`config.mk`:
```
export PLATFORM = sky130hd
export DESIGN_NAME = dgp_gpio_bank
export DESIGN_NICKNAME = d
export VERILOG_FILES = /design/src/verilog/dgp_pkg.sv /design/src/verilog/dgp_gpio_bank.sv
export SDC_FILE = /design/constraint.sdc
export NUM_CORES = 1
export LEC_CHECK = 0
export BUFFER_PORTS_ARGS = -buffer_cell sky130_fd_sc_hd__buf_2
export CAP_MARGIN = 10
export CORE_ASPECT_RATIO = 0.75
export CORE_UTILIZATION = 31
export DETAILED_ROUTE_END_ITERATION = 8
export SYNTH_ARGS = -nofsm -noshare
export SYNTH_HDL_FRONTEND = slang
export SYNTH_SLANG_ARGS = --single-unit
```
`constraint.sdc`:
```
create_clock -name sys_clk -period 2.6 [get_ports sys_clk]
set_clock_uncertainty 0.1 [all_clocks]
set_input_delay 0.39 -clock sys_clk [delete_from_list [all_inputs] [get_ports sys_clk]]
set_output_delay 0.39 -clock sys_clk [all_outputs]
set_load 0.01 [all_outputs]
```
`src/verilog/dgp_pkg.sv`:
```
// shared constants for the dual port pin bank
package dgp_pkg;
   // register indices; byte address is four times the index
   localparam logic [7:0] DGP_IDX_ACT = 8'h30;
   localparam logic [7:0] DGP_IDX_DIR1 = 8'he0;
   localparam logic [7:0] DGP_IDX_DAT1 = 8'he1;
   localparam logic [7:0] DGP_IDX_POL1 = 8'he2;
   localparam logic [7:0] DGP_IDX_STS1 = 8'he3;
   localparam logic [7:0] DGP_IDX_DIR2 = 8'he4;
   localparam logic [7:0] DGP_IDX_DAT2 = 8'he5;
   localparam logic [7:0] DGP_IDX_POL2 = 8'he6;
   localparam logic [7:0] DGP_IDX_STS2 = 8'he7;
   // interrupt mask registers, same layout as the status registers
   localparam logic [7:0] DGP_IDX_MSK1 = 8'hf0;
   localparam logic [7:0] DGP_IDX_MSK2 = 8'hf1;
   // activation field positions
   localparam int DGP_ACT_FIRST_BIT = 0;
   localparam int DGP_ACT_SECOND_BIT = 1;
   // reset values
   localparam logic [1:0] DGP_RST_ACT = 2'h3;
   localparam logic [7:0] DGP_RST_DIR = 8'hff;
   localparam logic [7:0] DGP_RST_DAT = 8'h00;
   localparam logic [7:0] DGP_RST_POL = 8'h00;
   localparam logic [7:0] DGP_RST_STS = 8'h00;
   localparam logic [7:0] DGP_RST_MSK = 8'h00;
   // pin counts
   localparam int DGP_FIRST_PINS = 8;
   localparam int DGP_SECOND_PINS = 5;
   // bus widths
   localparam int DGP_ADDR_W = 12;
   localparam int DGP_DATA_W = 32;
endpackage : dgp_pkg

```
`src/verilog/dgp_gpio_bank.sv`:
```
`timescale 1ns/1ps
`default_nettype none
module dgp_gpio_bank
   import dgp_pkg::*;
#(
   parameter int N1 = DGP_FIRST_PINS,
   parameter int N2 = DGP_SECOND_PINS
) (
   input wire logic sys_clk,
   input wire logic rst_n,
   // apb slave
   input wire logic psel,
   input wire logic penable,
   input wire logic pwrite,
   input wire logic [DGP_ADDR_W-1:0] paddr,
   input wire logic [DGP_DATA_W-1:0] pwdata,
   output logic [DGP_DATA_W-1:0] prdata,
   output logic pready,
   output logic pslverr,
   // first port pins
   input wire logic [N1-1:0] firstPinsIn,
   output logic [N1-1:0] firstPinsOut,
   output logic [N1-1:0] firstPinsOeN,
   // second port pins
   input wire logic [N2-1:0] secondPinsIn,
   output logic [N2-1:0] secondPinsOut,
   output logic [N2-1:0] secondPinsOeN,
   // level interrupt
   output logic irq
);
   // whole state of the block
   typedef struct packed {
      // port enables, bit0 first port, bit1 second port
      logic [1:0] act;
      // first port configuration and event bits
      logic [N1-1:0] dir1; // 1 = input
      logic [N1-1:0] dat1; // stored output data
      logic [N1-1:0] pol1; // 1 = inverted pin
      logic [N1-1:0] sts1; // sticky edge events
      logic [N1-1:0] msk1; // interrupt enables
      // second port configuration and event bits
      logic [N2-1:0] dir2; // 1 = input
      logic [N2-1:0] dat2; // stored output data
      logic [N2-1:0] pol2; // 1 = inverted pin
      logic [N2-1:0] sts2; // sticky edge events
      logic [N2-1:0] msk2; // interrupt enables
      // pin input pipeline
      logic [N1-1:0] syncA1; // first sync stage, port 1
      logic [N1-1:0] syncB1; // second sync stage, port 1
      logic [N1-1:0] prev1; // last synced level, port 1
      logic [N2-1:0] syncA2;
      logic [N2-1:0] syncB2;
      logic [N2-1:0] prev2;
      logic [N1-1:0] out1; // pin drive registers
      logic [N1-1:0] oeN1;
      logic [N2-1:0] out2;
      logic [N2-1:0] oeN2;
      // bus answer and interrupt registers
      logic [DGP_DATA_W-1:0] rdata;
      logic ready;
      logic slverr;
      logic irq;
   } dgp_state_t;

   dgp_state_t st_q;
   dgp_state_t st_d;

   // bus decode helpers
   logic [7:0] idx;
   logic setupPh;
   logic accRd;
   logic accWr;
   logic hit;
   logic [7:0] wByte;
   // pin levels seen as data bits
   logic [N1-1:0] view1;
   logic [N2-1:0] view2;
   // edge events
   logic [N1-1:0] ev1;
   logic [N2-1:0] ev2;
   // read value of the addressed register
   logic [7:0] rByte;

   // address and phase decode
   // the word index drops the two byte bits; upper bits must be zero
   always_comb begin
      // register index of the transfer
      idx = paddr[9:2];
      // only the low byte carries register data
      wByte = pwdata[7:0];
      // setup cycle: select without enable
      setupPh = psel & ~penable;
      // access cycles complete on the single ready cycle
      accRd = psel & penable & st_q.ready & ~pwrite;
      accWr = psel & penable & st_q.ready & pwrite;
      hit = (paddr[DGP_ADDR_W-1:10] == '0) && (paddr[1:0] == 2'h0) &&
            (idx == DGP_IDX_ACT || idx == DGP_IDX_DIR1 || idx == DGP_IDX_DAT1 ||
             idx == DGP_IDX_POL1 || idx == DGP_IDX_STS1 || idx == DGP_IDX_DIR2 ||
             idx == DGP_IDX_DAT2 || idx == DGP_IDX_POL2 || idx == DGP_IDX_STS2 ||
             idx == DGP_IDX_MSK1 || idx == DGP_IDX_MSK2);
   end

   // data view: outputs read stored bits, inputs read synced pins
   always_comb begin
      view1 = (st_q.dir1 & (st_q.syncB1 ^ st_q.pol1)) | (~st_q.dir1 & st_q.dat1);
      view2 = (st_q.dir2 & (st_q.syncB2 ^ st_q.pol2)) | (~st_q.dir2 & st_q.dat2);
   end

   // edge detection on synced levels, only while the port is active
   always_comb begin
      ev1 = (st_q.syncB1 ^ st_q.prev1) & {N1{st_q.act[DGP_ACT_FIRST_BIT]}};
      ev2 = (st_q.syncB2 ^ st_q.prev2) & {N2{st_q.act[DGP_ACT_SECOND_BIT]}};
   end

   // read mux, narrow registers zero extended
   always_comb begin
      rByte = 8'h00;
      case (idx)
         DGP_IDX_ACT: begin
            // reserved upper bits read zero
            rByte = {6'h00, st_q.act};
         end
         DGP_IDX_DIR1: begin
            // first port direction
            rByte = 8'(st_q.dir1);
         end
         DGP_IDX_DAT1: begin
            // first port data view, mixed stored and pin bits
            rByte = 8'(view1);
         end
         DGP_IDX_POL1: begin
            // first port polarity
            rByte = 8'(st_q.pol1);
         end
         DGP_IDX_STS1: begin
            // first port events, cleared by this read
            rByte = 8'(st_q.sts1);
         end
         DGP_IDX_MSK1: begin
            // first port interrupt mask
            rByte = 8'(st_q.msk1);
         end
         DGP_IDX_DIR2: begin
            // second port direction, upper bits zero
            rByte = 8'(st_q.dir2);
         end
         DGP_IDX_DAT2: begin
            // second port data view
            rByte = 8'(view2);
         end
         DGP_IDX_POL2: begin
            // second port polarity
            rByte = 8'(st_q.pol2);
         end
         DGP_IDX_STS2: begin
            // second port events, only five bits exist
            rByte = 8'(st_q.sts2);
         end
         DGP_IDX_MSK2: begin
            // second port interrupt mask
            rByte = 8'(st_q.msk2);
         end
         default: begin
            // unmapped index reads zero
            rByte = 8'h00;
         end
      endcase
   end

   // next state
   always_comb begin
      st_d = st_q;
      // pin synchronisers, first stage read only by the second
      st_d.syncA1 = firstPinsIn;
      st_d.syncB1 = st_q.syncA1;
      st_d.prev1 = st_q.syncB1;
      st_d.syncA2 = secondPinsIn;
      st_d.syncB2 = st_q.syncA2;
      st_d.prev2 = st_q.syncB2;
      // answer is prepared in the setup cycle; zero wait states
      st_d.ready = setupPh;
      st_d.slverr = setupPh & ~hit;
      if (setupPh) begin
         st_d.rdata = hit ? {24'h000000, rByte} : '0;
      end
      // status: clear only bits returned by this read, new events win
      if (accRd && hit && idx == DGP_IDX_STS1) begin
         st_d.sts1 = st_q.sts1 & ~st_q.rdata[N1-1:0];
      end
      if (accRd && hit && idx == DGP_IDX_STS2) begin
         st_d.sts2 = st_q.sts2 & ~st_q.rdata[N2-1:0];
      end
      st_d.sts1 = st_d.sts1 | ev1;
      st_d.sts2 = st_d.sts2 | ev2;
      // register writes take effect at the completing edge
      if (accWr && hit) begin
         case (idx)
            DGP_IDX_ACT: begin
               // reserved bits are dropped
               st_d.act = wByte[1:0];
            end
            DGP_IDX_DIR1: begin
               // new directions drive the pin enables at this same edge
               st_d.dir1 = wByte[N1-1:0];
            end
            DGP_IDX_DAT1: begin
               // input bits keep their stored value
               st_d.dat1 = (st_q.dat1 & st_q.dir1) | (wByte[N1-1:0] & ~st_q.dir1);
            end
            DGP_IDX_POL1: begin
               // polarity applies to inputs and outputs alike
               st_d.pol1 = wByte[N1-1:0];
            end
            DGP_IDX_MSK1: begin
               // mask only gates the interrupt, not the status
               st_d.msk1 = wByte[N1-1:0];
            end
            DGP_IDX_DIR2: begin
               // upper written bits have no pin and are dropped
               st_d.dir2 = wByte[N2-1:0];
            end
            DGP_IDX_DAT2: begin
               // input bits keep their stored value
               st_d.dat2 = (st_q.dat2 & st_q.dir2) | (wByte[N2-1:0] & ~st_q.dir2);
            end
            DGP_IDX_POL2: begin
               // polarity applies to inputs and outputs alike
               st_d.pol2 = wByte[N2-1:0];
            end
            DGP_IDX_MSK2: begin
               // mask only gates the interrupt, not the status
               st_d.msk2 = wByte[N2-1:0];
            end
            default: begin
               // status registers are read only
            end
         endcase
      end
      // pin drive: only active ports drive their output pins
      st_d.out1 = st_d.dat1 ^ st_d.pol1;
      st_d.oeN1 = st_d.dir1 | {N1{~st_d.act[DGP_ACT_FIRST_BIT]}};
      st_d.out2 = st_d.dat2 ^ st_d.pol2;
      st_d.oeN2 = st_d.dir2 | {N2{~st_d.act[DGP_ACT_SECOND_BIT]}};
      // level interrupt from masked status
      st_d.irq = |(st_d.sts1 & st_d.msk1) | |(st_d.sts2 & st_d.msk2);
   end

   // state register
   // reset holds every pin released and the bus answer idle;
   // the sync stages reset low, so a pin held low gives no false edge
   always_ff @(posedge sys_clk or negedge rst_n) begin
      if (!rst_n) begin
         // clear everything first, then load documented defaults
         st_q <= '0;
         st_q.act <= DGP_RST_ACT;
         st_q.dir1 <= DGP_RST_DIR[N1-1:0];
         st_q.dat1 <= DGP_RST_DAT[N1-1:0];
         st_q.pol1 <= DGP_RST_POL[N1-1:0];
         st_q.sts1 <= DGP_RST_STS[N1-1:0];
         st_q.msk1 <= DGP_RST_MSK[N1-1:0];
         st_q.dir2 <= DGP_RST_DIR[N2-1:0];
         st_q.dat2 <= DGP_RST_DAT[N2-1:0];
         st_q.pol2 <= DGP_RST_POL[N2-1:0];
         st_q.sts2 <= DGP_RST_STS[N2-1:0];
         st_q.msk2 <= DGP_RST_MSK[N2-1:0];
         // all pins start as inputs, so no driver is enabled
         st_q.oeN1 <= '1;
         st_q.oeN2 <= '1;
      end else begin
         // whole state moves together every edge
         st_q <= st_d;
      end
   end

   // outputs straight from flops
   // no logic between the state register and the ports
   assign prdata = st_q.rdata;
   assign pready = st_q.ready;
   assign pslverr = st_q.slverr;
   assign firstPinsOut = st_q.out1;
   assign firstPinsOeN = st_q.oeN1;
   assign secondPinsOut = st_q.out2;
   assign secondPinsOeN = st_q.oeN2;
   assign irq = st_q.irq;
endmodule : dgp_gpio_bank
`default_nettype wire

```
==> impl_metrics.ini <==
[run_status]
outcome = finished clean

[clock_tree]
htreeDepth = 4
clkTransAtPathRegs_ns = 0.06
holdBufCountCts = 14
clk_path_buf_depth = 2
cts-resized-gates = 0
cts_setup_buffers = 0
clock_sinks = 143
root_buffer = clkbuf_16
cts_tree = done
clock_latency_ns = 0.42
cts_buffers = 17

[setup_path]
critPathCaptureType = register
arrival_ns = 2.68
rr_startpoint = pready$_DFF_PN0_
cp-start-kind = primary input
crit_fanout = 7
crit_type = in -> reg
worstPathRequired_ns = 2.79
cp-startpoint = paddr[11]

[logic_synthesis]
async_flop_share_pct = 100
ys_ff_latch = 143
yosys.cell_types.count = 53
synth_ff_type = dfrtp_1
synth_cells = 642
synth_edf_count = 0
ys_seq_area_share_pct = 50.9
netlist_area_mm2 = 0.00710
synth_warnings = 0
avgSynthCellArea_um2 = 11.1

[cells_and_area]
area_growth_pct = 21.2
fillers = 2195
seq_area_mm2 = 0.00361
mostFrequentLayoutCells = 115 x dfrtp_1, 73 x buf_2, 57 x mux2_2
final_core_util_pct = 38.6
final_common_cell = dfrtp_1
multiInputGateArea_mm2 = 0.00301
layoutNonFillerInstCount = 1045
drive_gt1_share_pct = 34.0
fin_nets = 799

[floorplanning]
core_mm2 = 0.0223
dieArea_mm2 = 0.0235
num_rows = 47
io-pin-count = 123
start_util_pct = 31.9
fp.dieH_um = 133
fp.dieW_um = 177

[power_and_ir_drop]
p_int_mw = 4.13
p_comb_share_pct = 5.5
clkPwrFrac_pct = 51.5
p_per_area_mw_per_mm2 = 617
p_seq_share_pct = 43.0
leakagePower_nw = 3.77
total_power_mw = 5.32
p_switching_mw = 1.19
sw_frac_of_total_pct = 22.3
ir_worst_vdd_mv = 0.263

[drt]
wl_per_cell_um = 17.6
ant_nets = 0
drtPass1Iterations = 5
drt_iter0_markers = 404
drc_errors = 0
vias = 5088
drt-total-wl_um = 18400
viasPerCell = 4.87

[grt]
grt_pass1_wl_um = 28600
grt_antenna_before_repair = 0
grt_start_max_net_pins = 52
grt_pass1_vias = 4926
grt_util_all_layers_pct = 16.3
overflow = 0

[sta]
maxSlewHeadroom_pct = 59.1
period_needed_ns = 2.50
setup_slack_ns = 0.102
max_slew.worst_pin.slew_ns = 0.614
drv_slew = 0
rsz0062_at_grt = false
fin_crit_sh_pct = 96.1
fmax_mhz = 400
tns_ns = 0
final_hold_viol_count = 0
final-setup-viol-count = 0

[run]
drv_cap = 0

[placement]
dp_hpwl_um = 12900
dpl_worst_slack_ns = -0.292
gp_congestion = 0.890
post-place-cells = 998
portBuffers = 74

[min_path]
hold_class = in -> reg
hold_start = pwdata[5]
-- Yosys cell counts, types with 4 or more instances --
master	n	area share (%)
dfrtp_1	115	41
buf_4	58	6.1
mux2_2	57	9.0
nand2_1	48	2.5
xor2_1	37	4.6
a21oi_1	32	2.3
dfstp_2	28	10
nor2_1	28	1.5
o21ai_0	26	1.8
nand2b_1	25	2.2
clkbuf_1	19	1.0
nand3_1	17	1.2
a211oi_1	16	1.7
nor3_1	14	0.99
xnor2_1	14	1.7
a22o_1	12	1.5
a22oi_1	7	0.74
buf_2	7	0.49
or3_1	7	0.62
a21boi_0	6	0.63
a221oi_1	5	0.62
o32ai_1	5	0.62
and2_1	4	0.35
inv_1	4	0.21
nand4_1	4	0.35
-- registers in the layout, summed over array words and instances, names as in the netlist --
signal,count
firstPinsOeN,8
firstPinsOut,8
irq,1
prdata,8
pready,1
pslverr,1
secondPinsOeN,5
secondPinsOut,5
st_d,26
st_q,80
-- path summary, 6_finish.rpt --
check	slack (ns)	endpoint	cells past startpoint
worst max-delay path	0.10	irq$_DFF_PN0_	8
worst min-delay path	0.14	firstPinsOut[5]$_DFF_PN0_	2
worst max register to register	0.22	firstPinsOut[2]$_DFF_PN0_	7
worst min register to register	0.25	st_d[79]$_DFF_PN0_	0
max in group asynchronous	1.25	st_q[157]$_DFF_PN1_	3
min in group asynchronous	0.37	st_d[76]$_DFF_PN0_	2
-- power by group through the flow --
stage / Combinational (mW) / Sequential (mW) / Clock [mW]
finish: 0.293 / 2.29 / 2.74
global route: 0.322 / 2.29 / 2.89
CTS: 0.294 / 2.29 / 2.80
detailed placement: 0.276 / 2.32 / 0
global placement: 0.275 / 2.32 / 0
floorplan: 0.153 / 2.32 / 0
-- metrics by stage --
stage	hold WS, ns	area (µm²)
after floorplan	-0.00559	7190
after global placement	0.233	7810
after detailed placement	0.235	7810
after CTS	0.117	8610
after global routing	0.137	8610
final	0.139	8610
-- worst max-delay path, stage by stage --
cell and delay, ns:
buf_2 0.11, or4_4 0.56, nor4_4 0.28, buf_4 0.22, mux2_2 0.37, a21boi_0 0.16
a2111oi_0 0.46, nand4b_1 0.14
-- per-layer routing --
metal | global-route usage (%) | share of wire (%) | vias up
met4 | 4.89 | 0.89 | 0
met3 | 5.02 | 7.6 | 10
met1 | 24.8 | 51 | 2504
met5 | 0 | 0 | -
li1 | - | - | 2396
met2 | 21.7 | 40 | 178
-- logic make-up after synthesis --
family	count (synthesis)	synth area share, %
other	1	0.0528
AOI/OAI and AO/OA	126	11.8
buffers and inverters	91	8.21
DFF	143	50.9
and+or+nand+nor	169	12.8
xor gates and xnor gates	51	6.29
muxes	61	9.95
-- final cells by class --
cell class,count,area share (%)
repair buffers,140,11.0
clock inverters,12,2.38
clock buffers,20,5.30
inverters,4,0.174
well taps,294,4.27
multi-input cells,431,34.9
flip-flops and latches,143,42.0
diodes,1,0.0291
Note: power is estimated with default switching activity, not from simulation.
